### src/vmcfm_pkg.sv
/*
  Shared constants and types for the control-structure field map: encoding
  layout, field encodings, capability bits and the request and answer records.
  Assumes nothing beyond a SystemVerilog compiler.
*/
`default_nettype none

package vmcfm_pkg;

  // ---------------------------------------------------------------------------
  // Encoding layout
  // ---------------------------------------------------------------------------
  localparam int unsigned ENC_HIGH_BIT  = 0;
  localparam int unsigned ENC_IDX_LSB   = 1;
  localparam int unsigned ENC_IDX_MSB   = 9;
  localparam int unsigned ENC_TYPE_LSB  = 10;
  localparam int unsigned ENC_TYPE_MSB  = 11;
  localparam int unsigned ENC_WIDTH_LSB = 13;
  localparam int unsigned ENC_WIDTH_MSB = 14;

  localparam logic [1:0] TYPE_CONTROL = 2'h0;
  localparam logic [1:0] TYPE_RO_DATA = 2'h1;
  localparam logic [1:0] TYPE_GUEST   = 2'h2;
  localparam logic [1:0] TYPE_HOST    = 2'h3;

  localparam logic [1:0] WIDTH_64 = 2'h1;
  localparam logic [1:0] WIDTH_32 = 2'h2;

  // ---------------------------------------------------------------------------
  // Encodings of the fields held here, all full-access but the high one of directory entry 3
  // ---------------------------------------------------------------------------
  localparam logic [31:0] ENC_LINEAR_XLAT_ROOT_PTR = 32'h0000_2040;
  localparam logic [31:0] ENC_POSTED_INT_TABLE     = 32'h0000_2042;
  localparam logic [31:0] ENC_SEC_EXIT_CONTROLS    = 32'h0000_2044;
  localparam logic [31:0] ENC_GUEST_PHYS_ADDR      = 32'h0000_2400;
  localparam logic [31:0] ENC_LINK_PTR             = 32'h0000_2800;
  localparam logic [31:0] ENC_DEBUG_CONTROL        = 32'h0000_2802;
  localparam logic [31:0] ENC_PAGE_ATTR            = 32'h0000_2804;
  localparam logic [31:0] ENC_EXT_FEATURE_ENABLE   = 32'h0000_2806;
  localparam logic [31:0] ENC_PERF_GLOBAL_CONTROL  = 32'h0000_2808;
  localparam logic [31:0] ENC_DIR_PTR_ENTRY_0      = 32'h0000_280A;
  localparam logic [31:0] ENC_DIR_PTR_ENTRY_3_HIGH = 32'h0000_2811;
  localparam logic [31:0] ENC_BOUND_CONFIG         = 32'h0000_2812;
  localparam logic [31:0] ENC_TRACE_CONTROL        = 32'h0000_2814;
  localparam logic [31:0] ENC_BRANCH_RECORD_CTRL   = 32'h0000_2816;
  localparam logic [31:0] ENC_SUPERVISOR_PROT_KEY  = 32'h0000_2818;

  // ---------------------------------------------------------------------------
  // Storage slots
  // ---------------------------------------------------------------------------
  localparam int unsigned NUM_SLOTS = 17;
  localparam logic [4:0]  SLOT_LXRP = 5'h00;
  localparam logic [4:0]  SLOT_PITA = 5'h01;
  localparam logic [4:0]  SLOT_SECX = 5'h02;
  localparam logic [4:0]  SLOT_GPA  = 5'h03;
  localparam logic [4:0]  SLOT_LINK = 5'h04;
  localparam logic [4:0]  SLOT_DBG  = 5'h05;
  localparam logic [4:0]  SLOT_PAT  = 5'h06;
  localparam logic [4:0]  SLOT_EFER = 5'h07;
  localparam logic [4:0]  SLOT_PERF = 5'h08;
  localparam logic [4:0]  SLOT_PDP0 = 5'h09;
  localparam logic [4:0]  SLOT_BND  = 5'h0D;
  localparam logic [4:0]  SLOT_TRC  = 5'h0E;
  localparam logic [4:0]  SLOT_BRC  = 5'h0F;
  localparam logic [4:0]  SLOT_PKEY = 5'h10;

  localparam logic [63:0] FIELD_RESET = 64'h0000_0000_0000_0000;

  // ---------------------------------------------------------------------------
  // Records
  // ---------------------------------------------------------------------------
  typedef struct packed {
    logic linear_xlat_feature;    // Enable execution control can be 1.
    logic ipi_virtualization;     // Interrupt virtualization can be 1.
    logic sec_exit_controls;      // Exit control activating secondary ones.
    logic extended_page_tables;   // Extended page tables can be enabled.
    logic entry_load_page_attr;
    logic exit_save_page_attr;
    logic entry_load_ext_feature;
    logic exit_save_ext_feature;
    logic entry_load_perf_global;
    logic entry_load_bound_cfg;
    logic exit_clear_bound_cfg;
    logic entry_load_trace_ctl;
    logic exit_clear_trace_ctl;
    logic entry_load_branch_rec;
    logic exit_clear_branch_rec;
    logic entry_load_prot_key;
  } vmcfm_caps_t;

  typedef struct packed {
    logic        valid;
    logic        write;
    logic [31:0] encoding;
    logic [63:0] wdata;
  } vmcfm_req_t;

  typedef enum logic [2:0] {
    VMCFM_CLS_CONTROL,
    VMCFM_CLS_RO_DATA,
    VMCFM_CLS_GUEST,
    VMCFM_CLS_HOST,
    VMCFM_CLS_OTHER
  } vmcfm_class_t;

  typedef struct packed {
    logic         valid;
    logic         error;      // Unsupported field or write to read-only data, nothing stored or read.
    logic         high_half;
    vmcfm_class_t fclass;
    logic [63:0]  rdata;
  } vmcfm_rsp_t;

  typedef struct packed {
    logic         hit;        // Encoding names a field held here.
    logic         exists;     // Field exists on this configuration.
    logic         read_only;
    logic         high_half;
    vmcfm_class_t fclass;
    logic [4:0]   slot;
  } vmcfm_dec_t;

endpackage : vmcfm_pkg

`default_nettype wire

### src/vmcfm_decode.sv
/*
  Combinational encoding decoder: classifies an encoding by type and width
  and maps it to a storage slot with its existence condition.
  Assumes a capability vector that is stable while requests are decoded.
*/
`default_nettype none

module vmcfm_decode (
  input  wire logic [31:0]           i_encoding, // Field encoding
  input  wire vmcfm_pkg::vmcfm_caps_t i_caps,    // Supported settings
  output var  vmcfm_pkg::vmcfm_dec_t  o_dec      // Decode result
);

  logic [1:0]  ftype;
  logic [1:0]  fwidth;
  logic [31:0] full_enc;
  logic [3:0]  pdp_off;

  always_comb begin
    ftype    = i_encoding[vmcfm_pkg::ENC_TYPE_MSB:vmcfm_pkg::ENC_TYPE_LSB];
    fwidth   = i_encoding[vmcfm_pkg::ENC_WIDTH_MSB:vmcfm_pkg::ENC_WIDTH_LSB];
    // Both halves share one full encoding; bit 0 picks the upper half.
    full_enc = {i_encoding[31:1], 1'b0};
    pdp_off  = 4'(i_encoding[4:0] - vmcfm_pkg::ENC_DIR_PTR_ENTRY_0[4:0]);
    o_dec    = '0;
    o_dec.high_half = i_encoding[vmcfm_pkg::ENC_HIGH_BIT];
    case (ftype)
      vmcfm_pkg::TYPE_CONTROL: o_dec.fclass = vmcfm_pkg::VMCFM_CLS_CONTROL;
      vmcfm_pkg::TYPE_RO_DATA: o_dec.fclass = vmcfm_pkg::VMCFM_CLS_RO_DATA;
      vmcfm_pkg::TYPE_GUEST:   o_dec.fclass = vmcfm_pkg::VMCFM_CLS_GUEST;
      vmcfm_pkg::TYPE_HOST:    o_dec.fclass = vmcfm_pkg::VMCFM_CLS_HOST;
      default:                 o_dec.fclass = vmcfm_pkg::VMCFM_CLS_OTHER;
    endcase
    // 32-bit fields accept only even encodings, and none are held here.
    if (fwidth == vmcfm_pkg::WIDTH_64) begin
      o_dec.hit = 1'b1;
      case (full_enc)
        vmcfm_pkg::ENC_LINEAR_XLAT_ROOT_PTR: begin
          o_dec.slot   = vmcfm_pkg::SLOT_LXRP;
          o_dec.exists = i_caps.linear_xlat_feature;
        end
        vmcfm_pkg::ENC_POSTED_INT_TABLE: begin
          o_dec.slot   = vmcfm_pkg::SLOT_PITA;
          o_dec.exists = i_caps.ipi_virtualization;
        end
        vmcfm_pkg::ENC_SEC_EXIT_CONTROLS: begin
          o_dec.slot   = vmcfm_pkg::SLOT_SECX;
          o_dec.exists = i_caps.sec_exit_controls;
        end
        vmcfm_pkg::ENC_GUEST_PHYS_ADDR: begin
          o_dec.slot      = vmcfm_pkg::SLOT_GPA;
          o_dec.read_only = 1'b1;
          o_dec.exists    = i_caps.extended_page_tables;
        end
        vmcfm_pkg::ENC_LINK_PTR: begin
          o_dec.slot   = vmcfm_pkg::SLOT_LINK;
          o_dec.exists = 1'b1;
        end
        vmcfm_pkg::ENC_DEBUG_CONTROL: begin
          o_dec.slot   = vmcfm_pkg::SLOT_DBG;
          o_dec.exists = 1'b1;
        end
        vmcfm_pkg::ENC_PAGE_ATTR: begin
          o_dec.slot   = vmcfm_pkg::SLOT_PAT;
          o_dec.exists = i_caps.entry_load_page_attr | i_caps.exit_save_page_attr;
        end
        vmcfm_pkg::ENC_EXT_FEATURE_ENABLE: begin
          o_dec.slot   = vmcfm_pkg::SLOT_EFER;
          o_dec.exists = i_caps.entry_load_ext_feature
                       | i_caps.exit_save_ext_feature;
        end
        vmcfm_pkg::ENC_PERF_GLOBAL_CONTROL: begin
          o_dec.slot   = vmcfm_pkg::SLOT_PERF;
          o_dec.exists = i_caps.entry_load_perf_global;
        end
        vmcfm_pkg::ENC_BOUND_CONFIG: begin
          o_dec.slot   = vmcfm_pkg::SLOT_BND;
          o_dec.exists = i_caps.entry_load_bound_cfg | i_caps.exit_clear_bound_cfg;
        end
        vmcfm_pkg::ENC_TRACE_CONTROL: begin
          o_dec.slot   = vmcfm_pkg::SLOT_TRC;
          o_dec.exists = i_caps.entry_load_trace_ctl | i_caps.exit_clear_trace_ctl;
        end
        vmcfm_pkg::ENC_BRANCH_RECORD_CTRL: begin
          o_dec.slot   = vmcfm_pkg::SLOT_BRC;
          o_dec.exists = i_caps.entry_load_branch_rec
                       | i_caps.exit_clear_branch_rec;
        end
        vmcfm_pkg::ENC_SUPERVISOR_PROT_KEY: begin
          o_dec.slot   = vmcfm_pkg::SLOT_PKEY;
          o_dec.exists = i_caps.entry_load_prot_key;
        end
        default: begin
          if (i_encoding >= vmcfm_pkg::ENC_DIR_PTR_ENTRY_0
              && i_encoding <= vmcfm_pkg::ENC_DIR_PTR_ENTRY_3_HIGH) begin
            o_dec.slot   = 5'(vmcfm_pkg::SLOT_PDP0 + 5'(pdp_off[3:1]));
            o_dec.exists = i_caps.extended_page_tables;
          end else begin
            o_dec.hit = 1'b0;
          end
        end
      endcase
    end
  end

endmodule // vmcfm_decode

`default_nettype wire

### src/vmcfm_field_map.sv
/*
  Storage and access logic for the 64-bit control, read-only data and guest
  fields of the virtual-machine control structure.
  Assumes the requester holds one request per cycle and reads the answer one
  cycle later; the capability vector is static configuration.
*/
// Functional notes
// - Type bits 1 mean read-only data field.
// - Type bits 2 mean guest-state field.
// - Index bits 9:1 select field in group.
// - Each field has full and high encodings.
// - Guest physical address exists with page tables.
// - Translation root pointer needs its enable control.
// - Posted identifier table needs interrupt virtualization.
// - Secondary exit controls need activating exit control.
// - Link pointer and debug copy always exist.
// - Attribute and feature copies need load or save.
// - Perf control copy needs its entry load.
// - Four directory entries need extended page tables.
// - Bound and trace copies need load or clear.
// - Branch record copy needs load or clear.
// - Protection key copy needs its entry load.
// - Type bits 3 mean host-state field.
// - Width bits 14:13 give field width.
`default_nettype none

module vmcfm_field_map (
  input  wire logic                   I_CLK,        // 20 MHz clock
  input  wire logic                   I_RST_N,      // Synchronous reset, low
  input  wire vmcfm_pkg::vmcfm_caps_t I_CAPS,       // Supported settings
  input  wire vmcfm_pkg::vmcfm_req_t  I_REQ,        // Field access request
  input  wire logic                   I_GPA_LOAD,   // Hardware loads address
  input  wire logic [63:0]            I_GPA_VALUE,  // Address to load
  output var  vmcfm_pkg::vmcfm_rsp_t  O_RSP         // Registered answer
);

  // ---------------------------------------------------------------------------
  // Decode
  // ---------------------------------------------------------------------------
  vmcfm_pkg::vmcfm_dec_t dec;

  vmcfm_decode u_decode (
    .i_encoding (I_REQ.encoding),
    .i_caps     (I_CAPS),
    .o_dec      (dec)
  );

  // ---------------------------------------------------------------------------
  // Field storage and answer
  // ---------------------------------------------------------------------------
  logic [63:0]           field_q [vmcfm_pkg::NUM_SLOTS];
  logic [63:0]           field_d [vmcfm_pkg::NUM_SLOTS];
  vmcfm_pkg::vmcfm_rsp_t rsp_q;
  vmcfm_pkg::vmcfm_rsp_t rsp_d;
  logic                  ok;
  logic [63:0]           cur;

  always_comb begin
    field_d = field_q;
    rsp_d   = '0;
    ok      = dec.hit & dec.exists;
    cur     = field_q[dec.slot];
    if (I_REQ.valid) begin
      rsp_d.valid     = 1'b1;
      rsp_d.high_half = dec.high_half;
      rsp_d.fclass    = dec.fclass;
      // Writes to read-only data are refused like a missing field, so that
      // software cannot forge the hardware-loaded address.
      rsp_d.error     = ~ok | (I_REQ.write & dec.read_only);
      if (!rsp_d.error) begin
        if (I_REQ.write) begin
          if (dec.high_half) begin
            field_d[dec.slot] = {I_REQ.wdata[31:0], cur[31:0]};
          end else begin
            field_d[dec.slot] = I_REQ.wdata;
          end
        end else if (dec.high_half) begin
          rsp_d.rdata = {32'h0000_0000, cur[63:32]};
        end else begin
          rsp_d.rdata = cur;
        end
      end
    end
    // The hardware load wins over a same-cycle access to the same field.
    if (I_GPA_LOAD && I_CAPS.extended_page_tables) begin
      field_d[vmcfm_pkg::SLOT_GPA] = I_GPA_VALUE;
    end
  end

  always_ff @(posedge I_CLK) begin
    if (!I_RST_N) begin
      for (int i = 0; i < vmcfm_pkg::NUM_SLOTS; i++) begin
        field_q[i] <= vmcfm_pkg::FIELD_RESET;
      end
      rsp_q <= '0;
    end else begin
      field_q <= field_d;
      rsp_q   <= rsp_d;
    end
  end

  assign O_RSP = rsp_q;

endmodule // vmcfm_field_map

`default_nettype wire

### config.mk
export PLATFORM = sky130hd
export DESIGN_NAME = vmcfm_field_map
export DESIGN_NICKNAME = d
export VERILOG_FILES = /design/src/vmcfm_pkg.sv /design/src/vmcfm_decode.sv /design/src/vmcfm_field_map.sv
export SDC_FILE = /design/constraint.sdc
export NUM_CORES = 2
export LEC_CHECK = 0
export BUFFER_PORTS_ARGS = -buffer_cell sky130_fd_sc_hd__buf_2
export CORE_MARGIN = 2
export CORE_UTILIZATION = 41
export CTS_CLUSTER_SIZE = 16
export DETAILED_ROUTE_END_ITERATION = 10
export SYNTH_ARGS = -nofsm -noshare
export SYNTH_HDL_FRONTEND = slang
export SYNTH_HIERARCHICAL = 1
export SYNTH_SLANG_ARGS = --single-unit
export TNS_END_PERCENT = 20
### constraint.sdc
create_clock -name I_CLK -period 5.7 [get_ports I_CLK]
set_clock_uncertainty 0.2 [all_clocks]
set_input_delay 0.57 -clock I_CLK [delete_from_list [all_inputs] [get_ports I_CLK]]
set_output_delay 0.57 -clock I_CLK [all_outputs]
set_load 0.01 [all_outputs]
==> qor.txt <==
average cell area after synthesis - 9.17 µm²
Vias - 45700
layout cells sized above 1 - 16.4%
status - finished clean
DRT Wirelength - 193000 µm
Reg2Reg Setup Slack - 3.34 ns
initial antenna violation count - 7
Max Clock Freq - 209 MHz
hold-critical path depth - 3
worst-case reg-to-reg path depth - 6
GRT Total Usage - 28.5%
CTS max path bufs - 3
Die Area - 0.131 mm²
CTS tree - done
R2R Path End - O_RSP[21]
Buffers on Ports - 250
worst-path fanout max - 21
# fillers - 12100
largest cells by area after synthesis - dfxtp_1, a211oi_1, o211ai_1
CTS Root Cell - clkbuf_16
Fin. Hold Viols - 0
Min-Delay Path Class - primary input to flip-flop
CP bufs+invs - 5
distinct cell type count of the synthesized netlist - 72
P_leak - 18.4 nW
DP Worst Slack - 0.489 ns
worst path cell trace - dlygate4sd3_1 -> buf_2 -> or2b_4 -> o21ai_2 -> a2111oi_4 -> nand3_1 -> a31oi_4 -> buf_4 -> nor2b_4 -> buf_4 -> a22oi_1 -> and3_1 -> nor4_1 -> buf_4 -> a211oi_1
Tmin final - 4.79 ns
Die W - 362 µm
Rows - 131
Area growth, synth to finish - 13.6%
hold endpoint - field_q[856]
design area - 0.0596 mm²
EDFF count, synth - 0
period utilization - 84.0%
Data required, critical path - 6.08 ns
register area share after synthesis - 44.2%
register area - 0.0232 mm²
R2R Path Start - field_q[661]
Worst VDD drop - 0.263 mV
total CTS buffers - 121
First-pass DRT Iterations - 5
initial core utilization - 41.2%
CTS Sinks - 1158
Synth warnings - 6
WL/cell - 26.0 µm
Vias/cell - 6.17
hold path startpoint - I_GPA_VALUE[24]
Commonest cells post-synth - dfxtp_1, a21oi_1, nor2_1
Max transition margin - 21.3%
clock-pin slew on the worst setup and hold paths - 0.06 ns
Synth Net Count - 5915
Iteration-0 DRC Markers - 5055
Clock Latency Late Sink - 0.77 ns
post-DP HPWL - 109000 µm
first-pass GRT wire length - 285000 µm
flops & latches, synth - 1158
Slew Viols, Final - 0
final core area utilization - 46.8%
PD cells - 288 mW/mm²
synthesized area - 0.0525 mm²
Post-synth ARST share - 0%
CP max stage delay - 0.64 ns
vias in the first global route - 43100
critical path startpoint category - primary input
GP Congestion - 0.854
Max-cap violations - 0
Die H - 362 µm
# H-tree levels - 3
drc violations - 0
I/O pins - 251
Post-Syn Instances - 5727
Detail Route Antenna Nets - 0
Primary FF master, synth - dfxtp_1
Setup crit end kind - flip-flop
worst path arrival time - 5.17 ns
CP top delay family - buffers and inverters
Post-Route Setup TNS - 0 ns
area leader, netlist - dfxtp_1
crit path kind - primary input to flip-flop
Slew @ Worst Pin - 1.18 ns
Multi-input gate area - 0.0263 mm²
area fraction of the dominant cell type after synthesis - 44.2%
Core ar. - 0.127 mm²
most numerous cell in the Yosys netlist - dfxtp_1
Top cell by count, worst path - buf_4
worst setup margin - 0.912 ns
number of setup violations in the final report - 0
Placed Area - 0.0549 mm²
slowest library cell on the worst path - nor4_1
largest net degree at the start of global routing - 173
nets - 5832
total gr overflow - 0
RSZ-0062 raised after global routing - no
==> cells by family (layout without fill, tap and decap cells) <==
group	count (synthesis)	after routing	synth area share [%]
flip-flops	1158	1158	44.2
AND/OR/NAND/NOR	1338	1338	10.6
multiplexers	447	447	11.7
other	1	3	0.00714
buffers and inverters	736	757	6.36
XOR/XNOR	1	1	0.0167
adder cells (fa/ha/maj)	7	7	0.167
AO/OA/AOI/OAI	2039	2039	27.0
==> tightest hold or removal path, stage by stage <==
cell and delay, ns:
buf_2 0.08, o21ai_0 0.15, a21oi_1 0.14
==> cells in the final DEF (no fill, tap or decap), types with 7 or more instances in the layout <==
master         count
clkbuf_8          32
a221oi_1          32
o22a_1            40
o211ai_1         531
dlygate4sd3_1     58
a22o_1            32
nand2_1          554
buf_12            46
nor2_4            11
o21ai_1           10
a21o_1            12
mux4_2           130
dfxtp_1         1158
a22oi_1           64
nor4_1            15
and3_1            36
o2111ai_1         18
nor3_2             9
a211oi_1         544
clkbuf_16        121
o31ai_1           24
mux2_2            33
bufinv_16          9
inv_1             28
a2111o_1          10
a21oi_1          598
buf_4            147
clkbuf_1          19
nand3_1           34
mux2i_1          283
o22ai_1           27
o21ai_0           60
nor2_1           578
clkinv_2          30
buf_2            248
ha_1               7
o2111ai_4         18
or2_2             37
==> sequential cells by signal (all words and copies together), names as in the netlist <==
signal,count
O_RSP,70
field_q,1088
==> layer usage <==
| metal | global-route usage [%] | vias up | wire length [µm] | share of wire [%] |
|---|---|---|---|---|
| met5 | 0 | - | 0 | 0 |
| met4 | 11.0 | 0 | 7620 | 4.0 |
| met3 | 4.60 | 418 | 16000 | 8.3 |
| met2 | 44.9 | 2100 | 87400 | 45 |
| met1 | 39.1 | 22200 | 81800 | 42 |
| li1 | - | 21000 | - | - |
==> stage by stage <==
step | instances | hold slack (ns) | power (mW)
final | 7412 | 0.0234 | 17.2
after global placement | 7125 | 0.236 | 9.04
after global routing | 7410 | 0.0310 | 17.6
after detailed placement | 7125 | 0.242 | 9.04
after floorplan | 5727 | 0.231 | 8.73
after CTS | 7410 | 0.00664 | 17.2
==> report_power, final <==
part           total (mW)  switching, mW  internal (mW)
registers            8.13         0.0151           8.12
logic               0.774          0.576          0.198
clock network        8.25           3.52           4.73
==> timing repair <==
action / in CTS / in global routing
hold buffers: 58 / 0
endpoints found under the hold margin: 58 / 0
gates resized for setup: 0 / 0
buffers inserted: 0 / 0
==> final cells by class <==
type                    instances  area share, %
multi-input cells            3833           44.0
flip-flops and latches       1158           38.9
repair buffers                500           6.47
clock buffers                 171           5.91
well taps                    1662           3.49
clock inverters                56           1.03
inverters                      30          0.201
diodes                          2        0.00839
==> how the worst max path moves through the flow <==
stage / startpoint / endpoint / slack [ns] / cells past startpoint
5_1_grt: I_REQ[74] / O_RSP[63] / 0.75 / 14
6_report: I_REQ[74] / O_RSP[21] / 0.91 / 15
2_1_floorplan: I_REQ[66] / O_RSP[10] / 1.43 / 14
4_1_cts: I_REQ[74] / O_RSP[21] / 1.06 / 15
3_5_place_dp: I_REQ[65] / O_RSP[21] / 0.49 / 16
3_3_place_gp: I_REQ[65] / O_RSP[63] / 0.49 / 15
(Power assumes the default switching activity.)
